==> config.mk <==
export PLATFORM = sky130hd
export DESIGN_NAME = wkl_wake_input
export DESIGN_NICKNAME = d
export VERILOG_FILES = /design/src/wkl_pkg.sv /design/src/wkl_wake_input.sv /design/src/wkl_filter.sv
export SDC_FILE = /design/constraint.sdc
export NUM_CORES = 1
export LEC_CHECK = 0
export ABC_AREA = 1
export BUFFER_PORTS_ARGS = -buffer_cell sky130_fd_sc_hd__buf_2
export CORE_MARGIN = 3
export CORE_UTILIZATION = 50
export CTS_CLUSTER_DIAMETER = 80
export DETAILED_ROUTE_END_ITERATION = 16
export PLACE_DENSITY = 0.74
export SLEW_MARGIN = 20
export SYNTH_ARGS = -nofsm -noshare
export SYNTH_HDL_FRONTEND = slang
export SYNTH_SLANG_ARGS = --single-unit
==> constraint.sdc <==
create_clock -name clk_i -period 1 [get_ports clk_i]
set_clock_uncertainty 0.2 [all_clocks]
set_input_delay 0 -clock clk_i [delete_from_list [all_inputs] [get_ports clk_i]]
set_output_delay 0 -clock clk_i [all_outputs]
set_load 0.1 [all_outputs]
==> src/wkl_pkg.sv <==
// Shared constants and types of the wake input logic.
// Assumes a 100 MHz core clock from the internal oscillator.
package wkl_pkg;

    // Chip operating modes, as seen by the wake input
    typedef enum logic [1:0] {
        WKL_MODE_NORMAL = 2'h0,
        WKL_MODE_STOP = 2'h1,
        WKL_MODE_SLEEP = 2'h2,
        WKL_MODE_FAILSAFE = 2'h3
    } wkl_mode_t;

    // Current source settings
    localparam logic [1:0] WKL_PUPD_NONE = 2'h0;
    localparam logic [1:0] WKL_PUPD_DOWN = 2'h1;
    localparam logic [1:0] WKL_PUPD_UP = 2'h2;
    localparam logic [1:0] WKL_PUPD_AUTO = 2'h3;

    // Wake filter timing
    localparam int WKL_CLK_MHZ = 100;
    localparam int WKL_FILTER_TIME_US = 16;
    localparam int WKL_FILTER_CYC = WKL_FILTER_TIME_US * WKL_CLK_MHZ;
    localparam int WKL_CNT_W = 11;
    localparam logic [WKL_CNT_W-1:0] WKL_FILTER_LAST = WKL_CNT_W'(WKL_FILTER_CYC - 1);
    localparam logic [WKL_CNT_W-1:0] WKL_CNT_ZERO = 11'h000;

    // Reset values
    localparam logic WKL_LVL_RST = 1'b0;
    localparam logic [1:0] WKL_SYNC_RST = 2'h0;

endpackage

==> src/wkl_wake_input.sv <==
// Wake input logic: filtered level-change detection, signalling, status.
// Assumes mode and control bits come from the chip's mode and SPI logic.
//
// What this block does
// Both pin edges count as wake events
// Normal/Stop: event raises interrupt, no mode change
// Sleep/Fail-Safe: event wakes the device
// Enable bit gates wake from Sleep
// Interrupt only after wake filter time
// Fail-Safe: any edge requests Restart, enable ignored
// Event recorded in readable wake flag
// Normal/Stop: live pin level readable
// Config bit makes pin converter selector
// Stop: low selects PFM, high PWM
// Selector uses pin level without filter
// Selector use still allows Sleep wake
// Two-bit current source incl. automatic switching
// Filter counter restarts when level reverts
module wkl_wake_input
    import wkl_pkg::*;
(
    input wire logic clk_i,
    input wire logic nrst_i,
    input wire logic clk_en_i,
    input wire logic wake_pin_i,
    input wire logic [1:0] mode_i,
    input wire logic wake_pin_enable_i,
    input wire logic converter_select_by_pin_i,
    input wire logic [1:0] pin_current_source_control_i,
    input wire logic flag_clear_i,
    output logic wake_pin_event_flag_o,
    output logic pin_level_status_o,
    output logic int_req_o,
    output logic wake_to_normal_o,
    output logic wake_to_restart_o,
    output logic pwm_select_o,
    output logic pull_up_en_o,
    output logic pull_down_en_o
);

    logic [1:0] rst_sync_ff;
    logic rst_n;
    logic level;
    logic filt;
    logic change;
    wkl_mode_t mode;
    logic flag_ff;
    logic lvl_stat_ff;
    logic int_ff;
    logic wake_norm_ff;
    logic wake_rst_ff;
    logic pwm_ff;
    logic pu_ff;
    logic pd_ff;
    logic selector_active;
    logic nxt_int;
    logic nxt_wake_norm;
    logic nxt_wake_rst;

    // Normal or Stop decoding, used in several places
    function automatic logic is_awake(input wkl_mode_t m);
        is_awake = (m == WKL_MODE_NORMAL) || (m == WKL_MODE_STOP);
    endfunction

    // ************************************************
    // Reset release
    // ************************************************
    always_ff @(posedge clk_i or negedge nrst_i) begin
        if (!nrst_i) begin
            rst_sync_ff <= WKL_SYNC_RST;
        end else begin
            rst_sync_ff <= {rst_sync_ff[0], 1'b1};
        end
    end
    assign rst_n = rst_sync_ff[1];

    assign mode = wkl_mode_t'(mode_i);

    // ************************************************
    // Pin conditioning
    // ************************************************
    wkl_filter u_filter (
        .clk_i(clk_i),
        .rst_n_i(rst_n),
        .en_i(clk_en_i),
        .pin_i(wake_pin_i),
        .level_o(level),
        .filt_o(filt),
        .change_o(change)
    );

    // selector use in Stop mode
    assign selector_active = converter_select_by_pin_i && (mode == WKL_MODE_STOP);

    // Signalling decision per mode
    always_comb begin
        nxt_int = 1'b0;
        nxt_wake_norm = 1'b0;
        nxt_wake_rst = 1'b0;
        case (mode)
            WKL_MODE_NORMAL: begin
                // interrupt after filter
                nxt_int = change && wake_pin_enable_i;
            end
            WKL_MODE_STOP: begin
                // filtered change, not in selector use
                nxt_int = change && wake_pin_enable_i && !selector_active;
            end
            WKL_MODE_SLEEP: begin
                // enable gates Sleep wake
                nxt_wake_norm = change && wake_pin_enable_i;
            end
            WKL_MODE_FAILSAFE: begin
                // always a wake source
                nxt_wake_rst = change;
            end
            default: begin
                nxt_int = 1'b0;
            end
        endcase
    end

    // signalling pulses toward mode and interrupt logic
    always_ff @(posedge clk_i or negedge rst_n) begin
        if (!rst_n) begin
            int_ff <= 1'b0;
            wake_norm_ff <= 1'b0;
            wake_rst_ff <= 1'b0;
        end else if (clk_en_i) begin
            int_ff <= nxt_int;
            wake_norm_ff <= nxt_wake_norm;
            wake_rst_ff <= nxt_wake_rst;
        end
    end

    // sticky flag, set wins over clear
    always_ff @(posedge clk_i or negedge rst_n) begin
        if (!rst_n) begin
            flag_ff <= 1'b0;
        end else if (clk_en_i) begin
            if (nxt_int || nxt_wake_norm || nxt_wake_rst) begin
                flag_ff <= 1'b1;
            end else if (flag_clear_i) begin
                flag_ff <= 1'b0;
            end
        end
    end

    // live level in Normal/Stop
    always_ff @(posedge clk_i or negedge rst_n) begin
        if (!rst_n) begin
            lvl_stat_ff <= WKL_LVL_RST;
        end else if (clk_en_i && is_awake(mode)) begin
            lvl_stat_ff <= level;
        end
    end

    // unfiltered converter selection
    always_ff @(posedge clk_i or negedge rst_n) begin
        if (!rst_n) begin
            pwm_ff <= 1'b0;
        end else if (clk_en_i) begin
            pwm_ff <= selector_active && level;
        end
    end

    // current source control
    always_ff @(posedge clk_i or negedge rst_n) begin
        if (!rst_n) begin
            pu_ff <= 1'b0;
            pd_ff <= 1'b0;
        end else if (clk_en_i) begin
            case (pin_current_source_control_i)
                WKL_PUPD_NONE: begin
                    pu_ff <= 1'b0;
                    pd_ff <= 1'b0;
                end
                WKL_PUPD_DOWN: begin
                    pu_ff <= 1'b0;
                    pd_ff <= 1'b1;
                end
                WKL_PUPD_UP: begin
                    pu_ff <= 1'b1;
                    pd_ff <= 1'b0;
                end
                default: begin
                    pu_ff <= level;
                    pd_ff <= !level;
                end
            endcase
        end
    end

    assign wake_pin_event_flag_o = flag_ff;
    assign pin_level_status_o = lvl_stat_ff;
    assign int_req_o = int_ff;
    assign wake_to_normal_o = wake_norm_ff;
    assign wake_to_restart_o = wake_rst_ff;
    assign pwm_select_o = pwm_ff;
    assign pull_up_en_o = pu_ff;
    assign pull_down_en_o = pd_ff;
endmodule

==> src/wkl_filter.sv <==
// Pin synchroniser and wake filter for the wake pin.
// Assumes a reset already synchronised to clk_i.
module wkl_filter
    import wkl_pkg::*;
(
    input wire logic clk_i,
    input wire logic rst_n_i,
    input wire logic en_i,
    input wire logic pin_i,
    output logic level_o,
    output logic filt_o,
    output logic change_o
);

    logic sync1_ff;
    logic sync2_ff;
    logic sync3_ff;
    logic level_ff;
    logic filt_ff;
    logic change_ff;
    logic [WKL_CNT_W-1:0] cnt_ff;

    // ************************************************
    // Three-stage pin synchroniser
    // ************************************************
    always_ff @(posedge clk_i or negedge rst_n_i) begin
        if (!rst_n_i) begin
            sync1_ff <= WKL_LVL_RST;
            sync2_ff <= WKL_LVL_RST;
            sync3_ff <= WKL_LVL_RST;
        end else if (en_i) begin
            sync1_ff <= pin_i;
            sync2_ff <= sync1_ff;
            sync3_ff <= sync2_ff;
        end
    end

    // Level accepted once last two stages agree
    always_ff @(posedge clk_i or negedge rst_n_i) begin
        if (!rst_n_i) begin
            level_ff <= WKL_LVL_RST;
        end else if (en_i && (sync2_ff == sync3_ff)) begin
            level_ff <= sync3_ff;
        end
    end

    // filter counter, restarts on reversion
    always_ff @(posedge clk_i or negedge rst_n_i) begin
        if (!rst_n_i) begin
            cnt_ff <= WKL_CNT_ZERO;
            filt_ff <= WKL_LVL_RST;
            change_ff <= 1'b0;
        end else if (en_i) begin
            change_ff <= 1'b0;
            if (level_ff == filt_ff) begin
                cnt_ff <= WKL_CNT_ZERO;
            end else if (cnt_ff == WKL_FILTER_LAST) begin
                cnt_ff <= WKL_CNT_ZERO;
                filt_ff <= level_ff;
                change_ff <= 1'b1; // either direction
            end else begin
                cnt_ff <= cnt_ff + 11'h001;
            end
        end
    end

    assign level_o = level_ff;
    assign filt_o = filt_ff;
    assign change_o = change_ff;

endmodule

==> results of run 1 <==
-- kinds of logic after synthesis --
logic type | after synthesis
adders and majority gates | 1
buffers and inverters | 20
DFF | 27
xor gates and xnor gates | 5
other | 1
AOI/OAI and AO/OA | 23
and+or+nand+nor | 86
-- per-layer routing --
| layer | global-route usage | up-vias | routed length (um) |
|---|---|---|---|
| met3 | 0.04299 | 44 | 374 |
| met4 | 0.09272 | 0 | 376 |
| met2 | 0.4500 | 120 | 2745 |
| met5 | 0 | - | 0 |
| li1 | - | 647 | - |
| met1 | 0.3246 | 719 | 1739 |
-- worst min path at each step --
stage | from | endpoint | slack [ns] | depth (start not counted)
floorplan | nrst_i | rst_sync_ff[0]$_DFF_PN0_ | -0.50 | 0
detailed placement | nrst_i | rst_sync_ff[0]$_DFF_PN0_ | -0.41 | 1
global placement | nrst_i | rst_sync_ff[0]$_DFF_PN0_ | -0.42 | 1
finish | clk_en_i | u_filter.cnt_ff[5]$_DFFE_PN0P_ | -0.18 | 3
CTS | clk_en_i | u_filter.filt_o$_DFFE_PN0P_ | -0.11 | 5
global route | clk_en_i | u_filter.cnt_ff[5]$_DFFE_PN0P_ | -0.17 | 3
-- through the flow --
step	hold slack, ns	TNS (ns)
2_1_floorplan	-0.4956	-4.478
3_5_place_dp	-0.4122	-6.060
5_1_grt	-0.1692	-11.76
6_report	-0.1824	-10.77
4_1_cts	-0.1123	-8.267
3_3_place_gp	-0.4157	-4.902
-- cells in the mapped netlist --
master / number / area (um^2)
nand2_1: 50 / 187.7
dfrtp_1: 27 / 675.7
inv_1: 15 / 56.30
nand3_1: 12 / 60.06
o21ai_0: 12 / 60.06
nor2_1: 9 / 33.78
nor2_2: 4 / 25.02
o21ai_1: 4 / 20.02
a21oi_1: 3 / 15.01
nand4_1: 3 / 18.77
nor3_1: 3 / 15.01
xor2_1: 3 / 26.28
clkbuf_1: 2 / 7.510
nand2_2: 2 / 12.51
nand3b_1: 2 / 15.01
o22ai_1: 2 / 12.51
xnor2_1: 2 / 17.52
a22o_1: 1 / 8.760
buf_2: 1 / 5.000
buf_4: 1 / 7.510
conb_1: 1 / 3.750
ha_1: 1 / 12.51
inv_2: 1 / 3.750
nor2_4: 1 / 11.26
o21ai_4: 1 / 16.27
-- final cells by class --
| class | count | area, um^2 |
|---|---|---|
| Inverter | 16 | 60.06 |
| Sequential cell | 27 | 709.4 |
| Timing Repair Buffer | 63 | 594.3 |
| Multi-Input combinational cell | 116 | 768.2 |
| Clock inverter | 1 | 7.507 |
| Fill cell | 102 | 300.3 |
| Tap cell | 30 | 37.54 |
| Clock buffer | 3 | 22.52 |
-- tightest hold or removal path: stages --
cell and delay (ns):
buf_2 0.09, buf_4 0.17, o22ai_1 0.09
-- power breakdown --
group / internal, mW / switching [mW]
Combinational: 0.160 / 0.249
Clock: 0.153 / 0.379
Sequential: 1.14 / 0.0502
Total: 1.45 / 0.678
-- what timing repair did --
| action | CTS | global route |
|---|---|---|
| buffers inserted | 7 | 5 |
| endpoints found under the hold margin | 34 | 29 |
| setup endpoints to repair | 30 | 32 |
| pin swaps | 21 | 18 |
| gates resized for setup | 18 | 25 |
==> results.yml, run 1 <==
global_routing:
  grt_start_max_net_pins: 18
  grt_pass1_vias: 1406
  grt_overflow: 0
  grt_use_total: 0.2598
  antenna_found_initial: 0
  grt_pass1_wl_mm: 6.610
sta:
  hold_viol_final: 32
  maxSlewViolCount: 0
  post-route-period-util: 1.625
  finalSetupViolations: 30
  holdWs_ns: -0.1824
  fmax_mhz: 615.5
  layout_setup_ws_ns: -0.6247
  finalCriticalPeriod_ns: 1.625
  rsz0062_at_grt: "true"
logic_synthesis:
  seq_area_frac_synth: 0.5090
  yosysWarnings: 0
  syn_area_per_cell_um2: 8.144
  synth_top_family_by_area: "simple AND/OR/NAND/NOR gates"
  synthAdderAreaFrac: 0.009425
  ys_types: 25
  synth_seq_cells: 27
  synth_compound_area_frac: 0.09991
  synth_mux_area_frac: 0
  synth-xor-area-share: 0.03299
  synth_simple_gate_area_frac: 0.2856
  synth_cells: 163
  synth.net_count: 175
  synth_area_um2: 1328
worst_setup_path:
  critPathLaunch: "u_filter.cnt_ff[6]$_DFFE_PN0P_"
  cp_top_family: "simple AND/OR/NAND/NOR gates"
  reg2reg_from: "u_filter.cnt_ff[6]$_DFFE_PN0P_"
  worstSetupEndpoint: "u_filter.cnt_ff[1]$_DFFE_PN0P_"
  end_kind: "flop"
  cp.depth: 6
  worstPathCellList: "nor2_1 > nand3_2 > nor2_4 > nor2_4 > nand2_1 > nand2_1"
  cp_slowest_stage_delay_ns: 0.45
  crit_type: "flop to flop"
  cp_slowest_cell: "dfrtp_1"
  rrSetupSlack_ns: -0.62
  r2r-end: "u_filter.cnt_ff[1]$_DFFE_PN0P_"
  cp_num_buf_inv: 0
  arrival_ns: 1.66
  rr_worst_depth: 6
  setup.worst_path.start_class: "flop"
  cp.required_ns: 1.03
  cp_max_fo: 5
drt:
  wl_per_cell_um: 20.45
  drc: 0
  drt-initial-drc-count: 121
  via_per_inst: 5.977
  vias: 1530
  drtPass1Iterations: 7
  ant_nets: 0
  routed_wl_mm: 5.235
finish:
  reg_top3: "u_filter.cnt_ff x11, rst_sync_ff x2"
  final_common_cell: "nand2_1"
  final_cells: 256
  layout-drive-gt1-share: 0.4956
  largest_reg_flops: 11
  final_area_um2: 2200
  post-route-util: 0.8799
  top_register: "u_filter.cnt_ff"
  layout_common_cells: "nand2_1, buf_4, dfrtp_1"
  num_antenna_cells: 0
  fin_nets: 239
  syn_to_final_growth_pct: 65.69
place:
  dpl-instance-area_um2: 1810
  place_hpwl_mm: 2.303
  placed_cells: 231
  pre_cts_ws_ns: -0.4363
  place.gp.congestion: 0.9184
  port-buffer-count: 18
min_path:
  worstHoldPathType: "input pin to flop"
power_and_ir_drop:
  power.total_mw: 2.133
  ir_drop_uv: 1164
  p_leak_nw: 1.008
  p_per_area_nw_per_um2: 969.8
floorplan:
  ios: 19
  die_area_um2: 3309
  num_rows: 18
  core_area_um2: 2500
  die_h_um: 57.53
  floorplan.die.width_um: 57.53
  start_util: 0.5310
run_status:
  status: "finished with violations"
  violations: "hold timing, setup timing"
flow_run:
  cap_violations: 0
clock_network:
  clockRootBuffer: "clkbuf_4"
  worstSkewPairLatency_ns: 0.35
  cts_buffers: 3
  tritoncts: "built"
  clk_path_buf_depth: 2
  clkTransAtPathRegs_ns: 0.18
  cts_sinks: 27
  htreeDepth: 1
  holdBufCountCts: 10
Power figures use the tool's default switching activity.
==> run 2, diff against run 1 <==
SYNTH_HIERARCHICAL = 1   (was unset)
==> run 2 against run 1 <==
Net effect:
- the flow finishes with violations (setup timing)
- first-iteration DRC count shrank 28%
- non-clock buffer count increased by 1
- sequential share of layout area is 0.39 points lower
- area after synthesis is 0.38% higher
- count of clock-buffer cells in the layout rose by 1
- routed wire length fell by 6.2%
- global-route usage increased by 1.2 points
- critical path type unchanged
- largest power group unchanged
==> results.yml, run 2 <==
global_routing:
  grt_start_max_net_pins: 26
  grt_overflow: 0
  grt_use_total: 0.2715
  antenna_found_initial: 0
  grt_pass1_vias: 1442
  grt_pass1_wl_mm: 6.727
floorplan:
  ios: 19
  floorplan.die.width_um: 57.63
  num_rows: 18
  start_util: 0.5330
  core_area_um2: 2500
  die_h_um: 57.63
  die_area_um2: 3321
finish:
  layout_common_cells: "nand2_1, buf_4, dfrtp_1"
  top_register: "u_filter/cnt_ff"
  largest_reg_flops: 11
  final_common_cell: "nand2_1"
  layout-drive-gt1-share: 0.4333
  fin_nets: 253
  final_cells: 270
  final_area_um2: 2211
  num_antenna_cells: 0
  syn_to_final_growth_pct: 65.92
  post-route-util: 0.8844
  reg_top3: "u_filter/cnt_ff x11, rst_sync_ff x2"
clock_network:
  cts_buffers: 3
  worstSkewPairLatency_ns: 0.33
  cts_sinks: 27
  clockRootBuffer: "clkbuf_4"
  tritoncts: "built"
  clkTransAtPathRegs_ns: 0.14
  htreeDepth: 1
  clk_path_buf_depth: 2
logic_synthesis:
  synth_top_area_share: 0.5070
  synth.largest_area_cell: "dfrtp_1"
  synthTopCellsByCount: "nand2_1, dfrtp_1, inv_1"
  ys_types: 21
  seq_area_frac_synth: 0.5070
  synth_area_um2: 1333
  synth.net_count: 184
  synth_seq_cells: 27
  async_reset_ff_frac: 1.000
  netlist_top_cells_area: "dfrtp_1, nand2_1, nand3_1, inv_1, nor2_1"
  synth_edf_count: 0
  synthFlopType: "dfrtp_1"
  syn_area_per_cell_um2: 7.747
  synth.most_common_cell: "nand2_1"
  synth_cells: 172
  yosysWarnings: 6
drt:
  routed_wl_mm: 4.913
  vias: 1538
  wl_per_cell_um: 18.20
  ant_nets: 0
  drc: 0
  drt-initial-drc-count: 87
  drtPass1Iterations: 4
  via_per_inst: 5.696
min_path:
  worstHoldPathType: "flop to asynchronous set/reset pin"
worst_setup_path:
  cp_num_buf_inv: 0
  path_common_cell: "nor2_4"
  cp_top_family: "simple AND/OR/NAND/NOR gates"
  cp_slowest_cell: "dfrtp_1"
  setup.worst_path.start_class: "flop"
  arrival_ns: 1.52
  cp_max_fo: 5
  worstPathCellList: "nand2_2 > nor2_4 > nand2_4 > nor2_4 > nor2_4 > nand2_1 > nand2_1"
  crit_type: "flop to flop"
  end_kind: "flop"
  cp.required_ns: 1.04
  cp.depth: 7
  rr_worst_depth: 7
  cp_slowest_stage_delay_ns: 0.48
sta:
  finalCriticalPeriod_ns: 1.486
  layout_setup_ws_ns: -0.4856
  finalSetupViolations: 33
  post-route-period-util: 1.486
  rsz0062_at_grt: "true"
  holdWs_ns: 0.006014
  hold_viol_final: 0
  maxSlewViolCount: 0
  fmax_mhz: 673.1
power_and_ir_drop:
  p_comb_frac: 0.201
  power.total_mw: 2.056
  p_per_area_nw_per_um2: 930.1
  ir_drop_uv: 1070
  power_frac_seq: 0.569
  pwr-share-clk: 0.230
  power.switching_mw: 0.5988
  p_leak_nw: 1.100
  intPower_mw: 1.457
  netSwitchingFraction: 0.2912
run_status:
  violations: "setup timing"
  status: "finished with violations"
flow_run:
  cap_violations: 0
place:
  dpl-instance-area_um2: 1842
  place.gp.congestion: 0.8201
  port-buffer-count: 18
  place_hpwl_mm: 2.343
  placed_cells: 246
-- run 2: changes by cell type after synthesis, sizes merged --
cell and delta:
nor3 -1, xor2 -1, a22o -1, inv +2
o22ai -2, nand2 +18, clkbuf -2, nand3 +2
o21ai -7, a21o +1, nor2 +4, a21oi -1
buf -1, nand3b -2
-- run 2: layer usage --
layer | track usage | share of wire | vias to the layer above
met5 | 0 | 0 | -
met4 | 0.1159 | 0.063 | 0
met3 | 0.03563 | 0.068 | 39
met2 | 0.4984 | 0.52 | 101
met1 | 0.3143 | 0.35 | 719
li1 | - | - | 679
-- run 2: path summary, 6_finish.rpt --
| check | end | slack (ns) | start |
|---|---|---|---|
| setup / recovery | u_filter/cnt_ff[2]$_DFFE_PN0P_ | -0.49 | u_filter/cnt_ff[4]$_DFFE_PN0P_ |
| hold / removal | u_filter/cnt_ff[0]$_DFFE_PN0P_ | 0.006 | rst_sync_ff[1]$_DFF_PN0_ |
| setup reg to reg | u_filter/cnt_ff[2]$_DFFE_PN0P_ | -0.49 | u_filter/cnt_ff[4]$_DFFE_PN0P_ |
| hold reg to reg | u_filter/cnt_ff[0]$_DFFE_PN0P_ | 0.006 | rst_sync_ff[1]$_DFF_PN0_ |
| max in group asynchronous | rst_sync_ff[1]$_DFF_PN0_ | 0.14 | nrst_i |
| min in group clk_i | rst_sync_ff[1]$_DFF_PN0_ | 0.18 | rst_sync_ff[0]$_DFF_PN0_ |
-- run 2: repair_timing --
action                                 4_1_cts  5_1_grt
setup buffers                                6        2
hold buffers                                11        1
setup endpoints to repair                   28       31
resized for setup                           29       18
pin swaps                                   20       13
gates cloned                                 1        0
endpoints found under the hold margin       27       23
-- run 2: kinds of logic (layout without fill, tap and decap cells) --
group | Yosys count | after routing | share of synthesized area
xor gates and xnor gates | 4 | 4 | 0.02630
other | 1 | 1 | 0.002814
and+or+nand+nor | 107 | 108 | 0.3465
AOI/OAI and AO/OA | 13 | 13 | 0.05352
buffers and inverters | 19 | 86 | 0.05445
DFF | 27 | 27 | 0.5070
adders and majority gates | 1 | 1 | 0.009388
-- run 2: cell type report --
class	instances	area (um^2)
Fill cell	104	289.0
Inverter	18	70.07
Timing Repair Buffer	64	616.8
Sequential cell	27	704.4
Multi-Input combinational cell	127	755.7
Tap cell	30	37.54
Clock buffer	4	26.28
-- run 2: power by group through the flow --
| stage | Combinational, mW | Sequential, mW | Clock, mW |
|---|---|---|---|
| finish | 0.414 | 1.17 | 0.472 |
| global route | 0.437 | 1.17 | 0.526 |
| CTS | 0.370 | 1.17 | 0.493 |
| detailed placement | 0.316 | 1.19 | 0 |
| global placement | 0.306 | 1.18 | 0 |
| floorplan | 0.0655 | 1.28 | 0 |
-- run 2: through the flow --
stage | TNS, ns | worst slack, ns
4_1_cts | -6.666 | -0.3958
3_3_place_gp | -4.234 | -0.3398
3_5_place_dp | -4.995 | -0.4082
2_1_floorplan | -4.365 | -0.3082
6_report | -11.24 | -0.4856
5_1_grt | -12.44 | -0.5562
